### src/mic_regs.svh
`ifndef MIC_REGS_SVH
`define MIC_REGS_SVH
// error codes reported on err_code_o, as 16-bit two's complement
`define MIC_ERR_NONE 16'h0000
`define MIC_ERR_EXEC 16'hff38
`define MIC_ERR_NOT_CONFIGURED 16'hff34
`define MIC_ERR_NOT_INITIATED 16'hff32
`define MIC_ERR_INIT_IGNORED 16'hff2b
// command opcodes on cmd_op_i
`define MIC_OP_NONE 4'h0
`define MIC_OP_INIT_IMM 4'h1
`define MIC_OP_CONT_SET 4'h2
`define MIC_OP_CONT_QUERY 4'h3
`define MIC_OP_ABORT 4'h4
`define MIC_OP_MEASURE 4'h5
`define MIC_OP_CONFIGURE 4'h6
`define MIC_OP_FETCH 4'h7
`define MIC_OP_INIT_QUERY 4'h8
// reset values
`define MIC_CONT_RST 1'b0
`define MIC_INPUT_RST 2'h0
`endif

### src/mic_pkg.sv
package mic_pkg;
  typedef enum logic [1:0] {
    MIC_IDLE,
    MIC_MEASURING
  } mic_state_e;
  typedef logic [31:0] mic_result_t;
endpackage : mic_pkg

### src/mic_result_store.sv
`timescale 1ns/1ps
`include "mic_regs.svh"
// holds the most recent completed result; a newer one always overwrites it
module mic_result_store (
  input wire logic core_clk_i,
  input wire logic rst_n_i,
  input wire logic done_i,
  input wire mic_pkg::mic_result_t data_i,
  input wire logic stale_i,
  output mic_pkg::mic_result_t result_o,
  output logic valid_o
);
  mic_pkg::mic_result_t result_d;
  mic_pkg::mic_result_t result_q;
  logic valid_d;
  logic valid_q;

  // a completed cycle replaces the old result; a config change makes it stale
  always_comb begin
    result_d = result_q;
    valid_d = valid_q;
    if (stale_i) begin
      valid_d = 1'b0;
    end
    if (done_i) begin
      result_d = data_i;
      valid_d = 1'b1;
    end
  end

  always_ff @(posedge core_clk_i or negedge rst_n_i) begin
    if (!rst_n_i) begin
      result_q <= '0;
      valid_q <= 1'b0;
    end else begin
      result_q <= result_d;
      valid_q <= valid_d;
    end
  end

  assign result_o = result_q;
  assign valid_o = valid_q;
endmodule : mic_result_store

### src/mic_initiate_ctrl.sv
`timescale 1ns/1ps
`include "mic_regs.svh"
// Function
// - one-shot initiate leaves idle, runs exactly one cycle, returns idle.
// - one-shot initiate is an event; its query form is refused.
// - a configuration change during measurement aborts it.
// - initiate while busy or continuous is ignored, error -213.
// - continuous mode runs back-to-back cycles while arming is satisfied.
// - continuous off lets current cycle finish, then idle.
// - abort keeps continuous setting, ends cycle, continuous measuring restarts.
// - configuring another input in continuous mode gives -200, state unchanged.
// - reconfiguring the same input in continuous mode aborts, applies, resumes.
// - measure query clears continuous mode, then measures.
// - continuous query answers 1 when on, 0 when off.
// - initiate on an unconfigured input gives error -204.
// - each completed result replaces the stored result.
// - fetch without initiate gives -206 unless continuous is on.
module mic_initiate_ctrl (
  input wire logic core_clk_i,
  input wire logic rst_n_i,
  input wire logic cmd_valid_i,
  input wire logic [3:0] cmd_op_i,
  input wire logic [1:0] cmd_input_i,
  input wire logic cmd_arg_i,
  input wire logic arm_ok_i,
  input wire logic meas_done_i,
  input wire mic_pkg::mic_result_t meas_data_i,
  output logic meas_start_o,
  output logic meas_abort_o,
  output logic [1:0] meas_input_o,
  output logic cfg_apply_o,
  output logic busy_o,
  output logic cont_o,
  output logic rsp_valid_o,
  output logic [31:0] rsp_data_o,
  output logic err_valid_o,
  output logic [15:0] err_code_o
);
  mic_pkg::mic_state_e state_d;
  mic_pkg::mic_state_e state_q;
  logic cont_d;
  logic cont_q;
  logic [1:0] input_d;
  logic [1:0] input_q;
  logic initiated_d;
  logic initiated_q;
  logic pend_d;
  logic pend_q;
  logic start_d;
  logic start_q;
  logic abort_d;
  logic abort_q;
  logic apply_d;
  logic apply_q;
  logic rsp_v_d;
  logic rsp_v_q;
  logic [31:0] rsp_d;
  logic [31:0] rsp_q;
  logic err_v_d;
  logic err_v_q;
  logic [15:0] err_d;
  logic [15:0] err_q;
  mic_pkg::mic_result_t store_q;
  logic store_valid;
  logic done;
  logic stale;
  // decode terms for the control and answer groups; mid_cycle is read by the control group only
  logic in_known;
  logic in_match;
  logic mid_cycle;
  logic init_busy;
  logic other_input;

  // a done pulse only counts while a cycle runs, so a late engine echo is ignored
  assign done = (state_q == mic_pkg::MIC_MEASURING) && meas_done_i;

  // both groups below read these except mid_cycle, so accept and refuse can never disagree
  assign in_known = input_q != `MIC_INPUT_RST;
  assign in_match = in_known && (cmd_input_i == input_q);
  assign mid_cycle = (state_q == mic_pkg::MIC_MEASURING) && !done;
  assign init_busy = (state_q != mic_pkg::MIC_IDLE) || cont_q;
  assign other_input = cont_q && in_known && (cmd_input_i != input_q);

  // command decode and measurement sequencing
  always_comb begin
    state_d = state_q;
    cont_d = cont_q;
    input_d = input_q;
    initiated_d = initiated_q;
    pend_d = pend_q;
    start_d = 1'b0;
    abort_d = 1'b0;
    apply_d = 1'b0;
    stale = 1'b0;
    // a finished cycle returns to idle; continuous mode re-arms below
    if (done) begin
      state_d = mic_pkg::MIC_IDLE;
    end
    if (cmd_valid_i) begin
      case (cmd_op_i)
        // one-shot only from idle with continuous off, on the configured input
        `MIC_OP_INIT_IMM: begin
          if (!init_busy && in_match) begin
            pend_d = 1'b1;
            initiated_d = 1'b1;
          end
        end
        // continuous on needs a configured input; off lets the cycle run out
        `MIC_OP_CONT_SET: begin
          if (!cmd_arg_i || in_known) begin
            cont_d = cmd_arg_i;
            if (cmd_arg_i) begin
              initiated_d = 1'b1;
            end
          end
        end
        // continuous flag is left alone so the loop restarts
        `MIC_OP_ABORT: begin
          if (mid_cycle) begin
            abort_d = 1'b1;
            state_d = mic_pkg::MIC_IDLE;
          end
          pend_d = 1'b0;
        end
        // measure drops continuous mode and runs one fresh cycle
        `MIC_OP_MEASURE: begin
          if (in_match) begin
            cont_d = 1'b0;
            if (mid_cycle) begin
              abort_d = 1'b1;
              state_d = mic_pkg::MIC_IDLE;
            end
            pend_d = 1'b1;
            initiated_d = 1'b1;
          end
        end
        // a new setup cuts the running cycle and makes the old result stale
        `MIC_OP_CONFIGURE: begin
          if (!other_input) begin
            input_d = cmd_input_i;
            apply_d = 1'b1;
            stale = 1'b1;
            if (!cont_q) begin
              initiated_d = 1'b0;
              pend_d = 1'b0;
            end
            if (mid_cycle) begin
              abort_d = 1'b1;
              state_d = mic_pkg::MIC_IDLE;
            end
          end
        end
        default: begin
        end
      endcase
    end
    // launch when idle and a one-shot is pending or the continuous loop runs
    case (state_d)
      mic_pkg::MIC_IDLE: begin
        if ((pend_d || cont_d) && arm_ok_i && !abort_d && !apply_d) begin
          state_d = mic_pkg::MIC_MEASURING;
          start_d = 1'b1;
          pend_d = 1'b0;
        end
      end
      // stays until done, abort, measure or a configuration change
      mic_pkg::MIC_MEASURING: begin
      end
      default: begin
        state_d = mic_pkg::MIC_IDLE;
      end
    endcase
  end

  // answers and error codes; strobes stand one cycle, the words hold
  always_comb begin
    rsp_v_d = 1'b0;
    rsp_d = rsp_q;
    err_v_d = 1'b0;
    err_d = err_q;
    if (cmd_valid_i) begin
      case (cmd_op_i)
        `MIC_OP_INIT_IMM: begin
          if (init_busy) begin
            err_v_d = 1'b1;
            err_d = `MIC_ERR_INIT_IGNORED;
          end else if (!in_match) begin
            err_v_d = 1'b1;
            err_d = `MIC_ERR_NOT_CONFIGURED;
          end
        end
        // the one-shot keeps no state, so its query form is refused
        `MIC_OP_INIT_QUERY: begin
          err_v_d = 1'b1;
          err_d = `MIC_ERR_EXEC;
        end
        // continuous on with nothing configured keeps the flag off
        `MIC_OP_CONT_SET: begin
          if (cmd_arg_i && !in_known) begin
            err_v_d = 1'b1;
            err_d = `MIC_ERR_NOT_CONFIGURED;
          end
        end
        `MIC_OP_CONT_QUERY: begin
          rsp_v_d = 1'b1;
          rsp_d = {31'h0, cont_q};
        end
        // a wrong input is refused before the loop is touched
        `MIC_OP_MEASURE: begin
          if (!in_match) begin
            err_v_d = 1'b1;
            err_d = `MIC_ERR_NOT_CONFIGURED;
          end
        end
        `MIC_OP_CONFIGURE: begin
          if (other_input) begin
            err_v_d = 1'b1;
            err_d = `MIC_ERR_EXEC;
          end
        end
        // nothing usable yet; report stale data as an execution error
        `MIC_OP_FETCH: begin
          if (!in_match) begin
            err_v_d = 1'b1;
            err_d = `MIC_ERR_NOT_CONFIGURED;
          end else if (!initiated_q && !cont_q) begin
            err_v_d = 1'b1;
            err_d = `MIC_ERR_NOT_INITIATED;
          end else if (store_valid) begin
            rsp_v_d = 1'b1;
            rsp_d = store_q;
          end else begin
            err_v_d = 1'b1;
            err_d = `MIC_ERR_EXEC;
          end
        end
        default: begin
        end
      endcase
    end
  end

  // control registers only; all decisions are made above
  always_ff @(posedge core_clk_i or negedge rst_n_i) begin
    if (!rst_n_i) begin
      state_q <= mic_pkg::MIC_IDLE;
      cont_q <= `MIC_CONT_RST;
      input_q <= `MIC_INPUT_RST;
      initiated_q <= 1'b0;
      pend_q <= 1'b0;
      start_q <= 1'b0;
      abort_q <= 1'b0;
      apply_q <= 1'b0;
    end else begin
      state_q <= state_d;
      cont_q <= cont_d;
      input_q <= input_d;
      initiated_q <= initiated_d;
      pend_q <= pend_d;
      start_q <= start_d;
      abort_q <= abort_d;
      apply_q <= apply_d;
    end
  end

  // answer registers
  always_ff @(posedge core_clk_i or negedge rst_n_i) begin
    if (!rst_n_i) begin
      rsp_v_q <= 1'b0;
      rsp_q <= '0;
      err_v_q <= 1'b0;
      err_q <= `MIC_ERR_NONE;
    end else begin
      rsp_v_q <= rsp_v_d;
      rsp_q <= rsp_d;
      err_v_q <= err_v_d;
      err_q <= err_d;
    end
  end

  // result memory, marked stale (result kept, valid cleared) on configuration changes
  mic_result_store u_store (
    .core_clk_i(core_clk_i),
    .rst_n_i(rst_n_i),
    .done_i(done),
    .data_i(meas_data_i),
    .stale_i(stale),
    .result_o(store_q),
    .valid_o(store_valid)
  );

  // outputs straight from registers; busy decodes the state register
  assign meas_start_o = start_q;
  assign meas_abort_o = abort_q;
  assign meas_input_o = input_q;
  assign cfg_apply_o = apply_q;
  assign busy_o = (state_q == mic_pkg::MIC_MEASURING);
  assign cont_o = cont_q;
  assign rsp_valid_o = rsp_v_q;
  assign rsp_data_o = rsp_q;
  assign err_valid_o = err_v_q;
  assign err_code_o = err_q;
endmodule : mic_initiate_ctrl

### config.mk
export PLATFORM = sky130hd
export DESIGN_NAME = mic_initiate_ctrl
export DESIGN_NICKNAME = d
export VERILOG_FILES = /design/src/mic_pkg.sv /design/src/mic_result_store.sv /design/src/mic_initiate_ctrl.sv
export VERILOG_INCLUDE_DIRS = /design/src
export SDC_FILE = /design/constraint.sdc
export NUM_CORES = 1
export LEC_CHECK = 0
export ABC_AREA = 1
export ABC_CLOCK_PERIOD_IN_PS = 1700
export BUFFER_PORTS_ARGS = -buffer_cell sky130_fd_sc_hd__buf_2
export CORE_MARGIN = 8
export CORE_UTILIZATION = 48
export CTS_CLUSTER_SIZE = 10
export DETAILED_ROUTE_END_ITERATION = 6
export GPL_TIMING_DRIVEN = 1
export PLACE_DENSITY = 0.81
export SLEW_MARGIN = 20
export SYNTH_ARGS = -nofsm -noshare
export SYNTH_HDL_FRONTEND = slang
export SYNTH_SLANG_ARGS = --single-unit
### constraint.sdc
create_clock -name core_clk_i -period 1.7 [get_ports core_clk_i]
set_clock_uncertainty 0.2 [all_clocks]
set_input_delay 0.17 -clock core_clk_i [delete_from_list [all_inputs] [get_ports core_clk_i]]
set_output_delay 0.17 -clock core_clk_i [all_outputs]
set_load 0.02 [all_outputs]
==> flow_summary.ini, run 1 <==
[global_route]
antenna_found_initial = 0
grt_pass1_wl_um = 17400
grt_max_degree = 52
grt_remaining_overflow = 0
groute.usage.overall_pct = 18.6
grt_pass1_vias = 3582

[clocking]
clock_latency_ps = 370
cts_buffers = 9
clk_path_buf_depth = 2
htree_num_levels = 3
clock_sink_count = 93
cts_tree = done
clockRootBuffer = sky130_fd_sc_hd__clkbuf_8
cts.clk_slew.worst_paths_ps = 100

[placement]
placer_congestion_estimate = 0.926
buffer_ports.inserted = 100
place.detailed.hpwl_um = 7250
place_ws_ps = -192

[finish]
nets = 638
area_growth_syn_to_layout_pct = 40.9
drive_gt1_share_pct = 46.9

[setup_path]
timing_worst_setup_path_type = reg -> reg
critical_path.startpoint_type = flop
required_ps = 1820
crit_path_end = err_code_o[5]$_DFFE_PN0P_
critical_path.startpoint = meas_input_o[0]$_DFFE_PN0P_
reg2reg_depth = 11
cp_top_family = simple AND/OR/NAND/NOR gates
reg_to_reg_endpoint = err_code_o[5]$_DFFE_PN0P_
crit_chain = nand2_1 > nand2_2 > buf_4 > nand2_4 > nand2_4 > nand2_4 > nand2_4 > nor3_4 > buf_6 > nand2_8 > nand2_1
worstPathArrival_ps = 1960
timing.critical_path.buf_inv = 2
worst-path-stages = 11
setup.worst_path.end_class = flop
setup.reg_to_reg.worst_slack_ps = -140
worstReg2RegStart = meas_input_o[0]$_DFFE_PN0P_
critical_path.most_common_cell = sky130_fd_sc_hd__nand2_4
worst_path_fanout_max = 8
timing.critical_path.slowest_cell_delay_ps = 450
critical-path-slowest-cell = sky130_fd_sc_hd__dfrtp_2

[die]
die_h_um = 109
std_cell_rows = 34
starting_density_of_the_core_pct = 48.5
top_level_ports = 101
die_area_sq_um = 11900
die_x_um = 109
design.core.area_sq_um = 8590

[sta]
finalSetupViolCount = 52
finalMaxSlewViolations = 0
final_min_period_over_clock_period_pct = 108
rsz0062_at_grt = true
final_period_minus_worst_setup_slack_ps = 1840
finalWorstSetupSlack_ps = -138
timing.hold.ws_ps = 21.3
maxClockFrequency_mhz = 544
finalHoldViolations = 0

[route]
wl_per_cell_um = 15.9
count_of_vias_placed_by_the_detailed_router = 3616
drc = 0
drt_first_iter_violations = 192
detail_route.wirelength_um = 11300
vias_per_cell = 5.11
count_of_nets_left_with_antenna_violations_after_detail_routing = 0
drt-pass1-iter-count = 4

[pwr]
finalPower_mw = 5.56
vdd.ir_drop.worst_mv = 0.468
power.density_nw_per_um2 = 946
p_leak_nw = 3.01

[status]
violations_in_the_final_reports = setup timing
outcome = finished with violations

[synthesis]
post_synth_num_cell_types = 34
syn_inst = 425
synthesis.area_sq_um = 4170
number_of_register_bits_inferred_by_synthesis = 93
synth_nets = 469
syn_avg_cell_area_sq_um = 9.82
asyncSetResetFlopFracSynth_pct = 100
yosysWarningCount = 0
seq_area_frac_synth_pct = 55.8
yosys_most_used_dff = sky130_fd_sc_hd__dfrtp_1
synth_enable_flop_cells = 0

[flow_run]
timing.max_cap.violations = 0

[min_path]
min_path_type = in -> reg
==> per-layer routing <==
metal  track usage [%]  part of all wire, %
met3              4.02                  7.0
met4              8.78                  2.2
met5                 0                    0
met1              22.3                   40
met2              31.4                   50
==> cell families after synthesis <==
family	Yosys count	synth area share (%)
xor+xnor	1	0.390
buf+inv	58	6.48
flops	93	55.8
other cells	1	0.0899
simple gates	184	19.5
compound gates	56	9.15
mux	32	8.64
==> cell usage in the layout (no fill, tap or decap), types with 4 or more instances in the layout <==
cell type,count
sky130_fd_sc_hd__a21oi_1,4
sky130_fd_sc_hd__a21oi_2,4
sky130_fd_sc_hd__buf_12,5
sky130_fd_sc_hd__buf_2,99
sky130_fd_sc_hd__buf_4,26
sky130_fd_sc_hd__clkbuf_8,9
sky130_fd_sc_hd__dfrtp_1,91
sky130_fd_sc_hd__dlygate4sd3_1,36
sky130_fd_sc_hd__inv_1,39
sky130_fd_sc_hd__inv_2,5
sky130_fd_sc_hd__mux2_2,32
sky130_fd_sc_hd__nand2_1,97
sky130_fd_sc_hd__nand2_2,27
sky130_fd_sc_hd__nand2_4,7
sky130_fd_sc_hd__nand3_1,8
sky130_fd_sc_hd__nand3_2,6
sky130_fd_sc_hd__nor2_1,17
sky130_fd_sc_hd__o21ai_0,7
sky130_fd_sc_hd__o21ai_1,10
sky130_fd_sc_hd__o21ai_2,27
==> report_power, final <==
group / internal [mW] / total, mW / switching (mW)
Clock: 0.566 / 1.45 / 0.885
Combinational: 0.612 / 1.22 / 0.604
Sequential: 2.64 / 2.89 / 0.255
==> sequential cells by signal, indices dropped and copies added (netlist names), 2 cells and up <==
name and flops:
u_store.result_o 32, err_code_o 16, meas_input_o 2, rsp_data_o 32, state_q 2
==> cell type report <==
cell class                 instances  area (sq um)
antenna                            1          2.50
clock buffer                       9           124
clock inverter                     7          68.8
fill                             642          2720
inverter                          45           171
multi-input combinational        275          1830
sequential                        93          2330
tap                              108           135
timing repair buffer             170          1210
==> Yosys cell counts (2+ instances only) <==
cell,number,area [sq um]
sky130_fd_sc_hd__a21boi_0,2,15.0
sky130_fd_sc_hd__a21oi_1,9,45.0
sky130_fd_sc_hd__buf_2,3,15.0
sky130_fd_sc_hd__buf_6,6,67.6
sky130_fd_sc_hd__clkbuf_1,3,11.3
sky130_fd_sc_hd__dfrtp_1,93,2330
sky130_fd_sc_hd__inv_1,41,154
sky130_fd_sc_hd__inv_2,3,11.3
sky130_fd_sc_hd__mux2_2,32,360
sky130_fd_sc_hd__nand2_1,128,480
sky130_fd_sc_hd__nand2_2,3,18.8
sky130_fd_sc_hd__nand3_1,13,65.1
sky130_fd_sc_hd__nand4_1,3,18.8
sky130_fd_sc_hd__nor2_1,22,82.6
sky130_fd_sc_hd__nor3_1,2,10.0
sky130_fd_sc_hd__nor4_1,2,12.5
sky130_fd_sc_hd__o21ai_0,10,50.1
sky130_fd_sc_hd__o21ai_1,9,45.0
sky130_fd_sc_hd__o21ai_2,25,219
sky130_fd_sc_hd__or2_2,2,12.5
==> worst min-delay path by stage <==
stage	slack (ps)	startpoint	cells after the start	endpoint
detailed placement	-100	rst_n_i	1	u_store.result_o[6]$_DFFE_PN0P_
finish	20	arm_ok_i	7	meas_start_o$_DFF_PN0_
CTS	30	rst_n_i	2	u_store.result_o[6]$_DFFE_PN0P_
global placement	-110	rst_n_i	1	rsp_data_o[5]$_DFFE_PN0P_
floorplan	-330	rst_n_i	0	cfg_apply_o$_DFF_PN0_
global route	50	arm_ok_i	7	meas_start_o$_DFF_PN0_
==> stage by stage <==
stage	cell area, sq um	utilization, %	TNS (ps)	cells
3_3_place_gp	5000	58.2	-2500	649
6_report	5880	68.4	-5110	708
5_1_grt	5870	68.4	-8900	707
2_1_floorplan	4180	-	-4090	425
4_1_cts	5730	66.7	-3650	705
3_5_place_dp	5000	58.2	-5800	649
==> tightest hold or removal path, cell delays in order <==
cell and delay [ps]:
sky130_fd_sc_hd__buf_2 100, sky130_fd_sc_hd__inv_1 40, sky130_fd_sc_hd__nor2_1 40, sky130_fd_sc_hd__nand2_1 70, sky130_fd_sc_hd__a21oi_2 40, sky130_fd_sc_hd__nand3_2 80
sky130_fd_sc_hd__inv_1 40
==> timing repair <==
action,CTS,global route
resized for setup,35,39
cloned,2,0
setup endpoints to repair,53,57
buffers inserted,2,2
pin swaps,7,8
endpoints found under the hold margin,129,0
hold buffers,36,0
Note: power is estimated with default switching activity, not from simulation.
==> inputs of run 2 (changes only) <==
--- a/config.mk
+++ b/config.mk
@@ -14,7 +14,7 @@
 export CTS_CLUSTER_SIZE = 10
 export DETAILED_ROUTE_END_ITERATION = 6
 export GPL_TIMING_DRIVEN = 1
-export PLACE_DENSITY = 0.81
+export PLACE_DENSITY_LB_ADDON = 0.15
 export SLEW_MARGIN = 20
 export SYNTH_ARGS = -nofsm -noshare
 export SYNTH_HDL_FRONTEND = slang
==> constraint.sdc (replaced) <==
create_clock -name core_clk_i -period 1.7 [get_ports core_clk_i]
set_clock_uncertainty 0.2 [all_clocks]
set_input_delay 0.34 -clock core_clk_i [delete_from_list [all_inputs] [get_ports core_clk_i]]
set_output_delay 0.34 -clock core_clk_i [all_outputs]
set_load 0.02 [all_outputs]
==> run 2 against run 1 <==
Against the previous run: the run still ends with setup timing left; non-clock buffer count down 5; final cell count down 0.99%; setup slack better by 24 ps.
==> flow_summary.ini, run 2 (synthesis results as in run 1) <==
[status]
outcome = finished with violations
violations_in_the_final_reports = setup timing

[route]
route.top_layer_used = met4
count_of_nets_left_with_antenna_violations_after_detail_routing = 0
drt-pass1-iter-count = 4
met3_length_um = 644
drt_first_iter_violations = 185
dr_wl_met2_um = 4910
count_of_vias_placed_by_the_detailed_router = 3384
drt-met1-wl_um = 4400
vias_per_cell = 4.83
detail_route.wirelength_um = 10100
wl_per_cell_um = 14.4
drc = 0

[finish]
antennaDiodeCount = 0
layout.cells.most_common_list = sky130_fd_sc_hd__nand2_1, sky130_fd_sc_hd__buf_2, sky130_fd_sc_hd__dfrtp_1, sky130_fd_sc_hd__buf_4, sky130_fd_sc_hd__inv_1
nets = 633
area_growth_syn_to_layout_pct = 37.9
fin_area_sq_um = 5750
drive_gt1_share_pct = 46.4
final_common_cell = sky130_fd_sc_hd__nand2_1

[placement]
placer_congestion_estimate = 0.898
place_ws_ps = -207
buffer_ports.inserted = 100
placed_area_sq_um = 5110
place.detailed.hpwl_um = 6950

[global_route]
grt_pass1_vias = 3375
antenna_found_initial = 0
grt_remaining_overflow = 0
grt_pass1_wl_um = 15800
grt_max_degree = 44
groute.usage.overall_pct = 16.8

[die]
die_h_um = 109
top_level_ports = 101
die_x_um = 109
design.core.area_sq_um = 8590
std_cell_rows = 34
starting_density_of_the_core_pct = 48.5
die_area_sq_um = 11900

[clocking]
clock_sink_count = 93
clk_path_buf_depth = 2
cts_tree = done
cts_buffers = 9
cts.clk_slew.worst_paths_ps = 90
clock_latency_ps = 360
clockRootBuffer = sky130_fd_sc_hd__clkbuf_8
htree_num_levels = 3

[sta]
finalMaxSlewViolations = 0
finalWorstSetupSlack_ps = -113
final_min_period_over_clock_period_pct = 107
setup_tns_ps = -4270
rsz0062_at_grt = true
maxClockFrequency_mhz = 551
finalHoldViolations = 0
final_period_minus_worst_setup_slack_ps = 1810
timing.hold.ws_ps = 15.4
finalSetupViolCount = 52

[min_path]
worst_hold_path.endpoint = u_store.result_o[8]$_DFFE_PN0P_
worst_hold_startpoint = meas_data_i[8]
min_path_type = in -> reg
whs_path_cells = 2

[setup_path]
reg2reg_depth = 9
timing.critical_path.buf_inv = 2
setup.reg_to_reg.worst_slack_ps = -110
crit_chain = xnor2_4 > buf_4 > nand2_2 > nand2_4 > nand2_4 > nand2_4 > nor3_4 > buf_12 > a21boi_1
critical-path-slowest-cell = sky130_fd_sc_hd__dfrtp_2
reg_to_reg_endpoint = err_code_o[7]$_DFFE_PN0P_
timing_worst_setup_path_type = reg -> reg
setup.worst_path.end_class = flop
timing.critical_path.slowest_cell_delay_ps = 470
worstPathArrival_ps = 1850
worst_path_fanout_max = 8
critical_path.startpoint_type = flop
cp_top_family = simple AND/OR/NAND/NOR gates
critical_path.most_common_cell = sky130_fd_sc_hd__nand2_4
worstReg2RegStart = meas_input_o[1]$_DFFE_PN0P_
required_ps = 1740

[pwr]
p_leak_nw = 2.99
power.clock.fraction_pct = 29.2
p_int_mw = 4.10
power.share.switching_pct = 27.8
net-switching-power_mw = 1.58
power.density_nw_per_um2 = 987
comb_power_share_pct = 20.3
vdd.ir_drop.worst_mv = 0.572
sequentialPowerShare_pct = 50.5

[flow_run]
timing.max_cap.violations = 0
==> run 2: power by group through the flow <==
stage	combinational [mW]	sequential [mW]	clock (mW)
5_1_grt	1.27	2.92	1.78
6_report	1.15	2.87	1.66
4_1_cts	1.14	2.86	1.70
2_1_floorplan	0.577	2.94	0
3_3_place_gp	1.01	2.88	0
3_5_place_dp	1.04	2.90	0
==> run 2: worst max path at each step <==
stage	startpoint	end	slack [ps]	cells past startpoint
2_1_floorplan	meas_input_o[1]$_DFFE_PN0P_	rsp_data_o[0]$_DFFE_PN0P_	-120	10
3_3_place_gp	cmd_op_i[1]	state_q[0]$_DFF_PN0_	-170	12
3_5_place_dp	cmd_op_i[1]	err_code_o[8]$_DFFE_PN0P_	-210	10
4_1_cts	meas_input_o[1]$_DFFE_PN0P_	rsp_data_o[29]$_DFFE_PN0P_	-100	9
5_1_grt	meas_input_o[1]$_DFFE_PN0P_	err_code_o[0]$_DFFE_PN0P_	-220	10
6_report	meas_input_o[1]$_DFFE_PN0P_	err_code_o[7]$_DFFE_PN0P_	-110	9
==> run 2: layout make-up <==
cell class,instances,area (sq um)
fillers,717,2840
flip-flops and latches,93,2330
multi-input cells,275,1760
repair buffers,165,1140
inverters,45,171
clock buffers,10,138
well taps,108,135
clock inverters,5,83.8
==> run 2: per-layer routing <==
| metal | track usage [%] | vias up |
|---|---|---|
| met1 | 20.8 | 1610 |
| met3 | 4.85 | 10 |
| met4 | 5.40 | 0 |
| met2 | 27.9 | 80 |
| met5 | 0 | - |
| li1 | - | 1684 |
==> run 2: worst register-to-register path, cell delays in order, from the launching register on <==
cell	delay, ps
sky130_fd_sc_hd__dfrtp_2	470
sky130_fd_sc_hd__xnor2_4	160
sky130_fd_sc_hd__buf_4	140
sky130_fd_sc_hd__nand2_2	80
sky130_fd_sc_hd__nand2_4	70
sky130_fd_sc_hd__nand2_4	80
sky130_fd_sc_hd__nand2_4	60
sky130_fd_sc_hd__nor3_4	200
sky130_fd_sc_hd__buf_12	170
sky130_fd_sc_hd__a21boi_1	70
==> run 2: what timing repair did <==
action	in CTS	in global routing
resized for setup	29	23
hold buffers	17	1
endpoints found under the setup margin	55	61
hold endpoints to repair	109	1
cloned	1	1
pin swaps	8	6
buffers inserted	3	1
==> run 2: through the flow <==
step | cells | total power [mW] | utilization [%]
finish | 701 | 5.68 | 67.0
floorplan | 425 | 3.52 | -
global route | 701 | 5.97 | 67.0
detailed placement | 663 | 3.94 | 59.4
CTS | 698 | 5.70 | 65.7
global placement | 663 | 3.89 | 59.4
==> inputs of run 3 (changes only) <==
--- a/config.mk
+++ b/config.mk
@@ -15,6 +15,7 @@
 export DETAILED_ROUTE_END_ITERATION = 6
 export GPL_TIMING_DRIVEN = 1
 export PLACE_DENSITY_LB_ADDON = 0.15
+export RECOVER_POWER = 50
 export SLEW_MARGIN = 20
 export SYNTH_ARGS = -nofsm -noshare
 export SYNTH_HDL_FRONTEND = slang
==> run 3 against run 2 <==
Against the previous run: setup slack barely moved; sequential power barely moved; sequential share of layout area rose by 0.20 points; count of clock-buffer cells in the layout did not move; first-iteration DRC count did not move; hold slack got worse by 0.63 ps; final cell count did not move; routed wire length barely moved; utilization fell by 0.33 points; largest cell class unchanged; die area did not move; the flow still finishes with violations (setup timing); sequential cell count did not move; global-route usage did not move.
==> flow_summary.ini, run 3 (synthesis results as in run 1) <==
[status]
outcome = finished with violations
violations_in_the_final_reports = setup timing

[sta]
setup_tns_ps = -4300
finalSetupViolCount = 52
final_period_minus_worst_setup_slack_ps = 1810
maxClockFrequency_mhz = 552
finalWorstSetupSlack_ps = -113
final_min_period_over_clock_period_pct = 107
rsz0062_at_grt = true
finalMaxSlewViolations = 0
timing.slew.headroom_pct = 66.3
tightest_slew_ps = 505
finalHoldViolations = 0

[setup_path]
critical_path.startpoint = meas_input_o[1]$_DFFE_PN0P_
worstPathArrival_ps = 1850
setup.reg_to_reg.worst_slack_ps = -110
worst_path_fanout_max = 8
timing_worst_setup_path_type = reg -> reg
reg2reg_depth = 9
crit_chain = xnor2_4 > buf_4 > nand2_2 > nand2_4 > nand2_4 > nand2_4 > nor3_4 > buf_12 > a21boi_1
critical-path-slowest-cell = sky130_fd_sc_hd__dfrtp_2
required_ps = 1740
reg_to_reg_endpoint = err_code_o[7]$_DFFE_PN0P_
setup.worst_path.end_class = flop
critical_path.most_common_cell = sky130_fd_sc_hd__nand2_4
critical_path.startpoint_type = flop
worstReg2RegStart = meas_input_o[1]$_DFFE_PN0P_
timing.critical_path.slowest_cell_delay_ps = 470

[min_path]
min_path_type = in -> reg
worst_hold_startpoint = meas_data_i[8]
whs_path_cells = 2
worst_hold_path.endpoint = u_store.result_o[8]$_DFFE_PN0P_

[placement]
placer_congestion_estimate = 0.898
placed_area_sq_um = 5110
buffer_ports.inserted = 100
place.detailed.hpwl_um = 6950
place_ws_ps = -207

[clocking]
clock_sink_count = 93
htree_num_levels = 3
cts_tree = done
clockRootBuffer = sky130_fd_sc_hd__clkbuf_8
cts.clk_slew.worst_paths_ps = 90
clock_latency_ps = 360
cts_buffers = 9
clk_path_buf_depth = 2

[pwr]
vdd.ir_drop.worst_mv = 0.572
power.density_nw_per_um2 = 990
p_leak_nw = 2.98

[route]
wl_per_cell_um = 14.4
drt_first_iter_violations = 185
vias_per_cell = 4.83
drt-pass1-iter-count = 4
drc = 0
count_of_vias_placed_by_the_detailed_router = 3389
detail_route.wirelength_um = 10100
count_of_nets_left_with_antenna_violations_after_detail_routing = 0

[die]
design.core.area_sq_um = 8590
die_x_um = 109
top_level_ports = 101
starting_density_of_the_core_pct = 48.5
die_area_sq_um = 11900
std_cell_rows = 34
die_h_um = 109

[global_route]
grt_remaining_overflow = 0
grt_pass1_vias = 3375
grt_pass1_wl_um = 15800
groute.usage.overall_pct = 16.8
grt_max_degree = 44
antenna_found_initial = 0

[flow_run]
timing.max_cap.violations = 0

[finish]
antennaDiodeCount = 0
multi_input_area_sq_um = 1760
area_growth_syn_to_layout_pct = 37.3
drive_gt1_share_pct = 46.4
fin_area_sq_um = 5730
nets = 633
flip_flop_and_latch_area_sq_um = 2330
num-fill-cells = 717
layout.cells.most_common_list = sky130_fd_sc_hd__nand2_1, sky130_fd_sc_hd__buf_2, sky130_fd_sc_hd__dfrtp_1, sky130_fd_sc_hd__buf_4, sky130_fd_sc_hd__inv_1
postLayoutCoreUtil_pct = 66.6
final_common_cell = sky130_fd_sc_hd__nand2_1
==> run 3: cell types whose count changed in the layout (fill, tap and decap cells not counted), sizes merged <==
| cell | delta |
|---|---|
| buf | -2 |
| clkbuf | +2 |
==> run 3: layout make-up <==
| class | count | share of cell area [%] |
|---|---|---|
| multi-input combinational | 275 | 30.7 |
| tap | 108 | 2.36 |
| clock inverter | 5 | 1.46 |
| inverter | 45 | 2.99 |
| clock buffer | 10 | 2.40 |
| sequential | 93 | 40.7 |
| timing repair buffer | 165 | 19.4 |
==> run 3: routing by layer <==
metal  up-vias  routed length, um  GRT usage (%)  part of all wire, %
li1       1684                  -              -                    -
met1      1612               4390           20.8                   44
met3        10                654           4.85                  6.5
met2        83               4920           27.9                   49
met5         -                  0              0                    0
met4         0                119           5.40                  1.2
==> run 3: how the worst max path moves through the flow <==
stage                                            end  slack, ps  cells past startpoint
after detailed placement   err_code_o[8]$_DFFE_PN0P_       -210                     10
after CTS                 rsp_data_o[29]$_DFFE_PN0P_       -100                      9
final                      err_code_o[7]$_DFFE_PN0P_       -110                      9
after floorplan            rsp_data_o[0]$_DFFE_PN0P_       -120                     10
after global placement          state_q[0]$_DFF_PN0_       -170                     12
after global routing       err_code_o[0]$_DFFE_PN0P_       -220                     10
==> run 3: stage by stage <==
step                instances  power (mW)  hold WS [ps]
detailed placement        663        3.94          33.7
finish                    701        5.67          14.8
CTS                       698        5.70          1.77
floorplan                 425        3.52          -156
global route              701        5.96        0.0806
global placement          663        3.89          37.4
==> run 3: repair_timing <==
item                       in CTS  in global routing
cloned                          1                  1
hold endpoints to repair      109                  1
hold buffers                   17                  1
gates resized for setup        29                 23
pin swaps                       8                  6
setup buffers                   3                  1
setup endpoints to repair      55                 61
==> run 3: power by group <==
group	internal (mW)	leakage, nW	total, mW	switching (mW)
combinational	0.585	1.69	1.14	0.559
sequential	2.63	1.19	2.87	0.233
clock	0.869	0.110	1.66	0.787
total	4.09	2.98	5.67	1.58
==> run 3: critical path: cells and delay by family (launching register included) <==
family | cells | cell delay (ps)
XOR/XNOR | 1 | 160
AO/OA/AOI/OAI | 1 | 60
buffers and inverters | 2 | 310
AND/OR/NAND/NOR | 5 | 480
flip-flops | 1 | 470
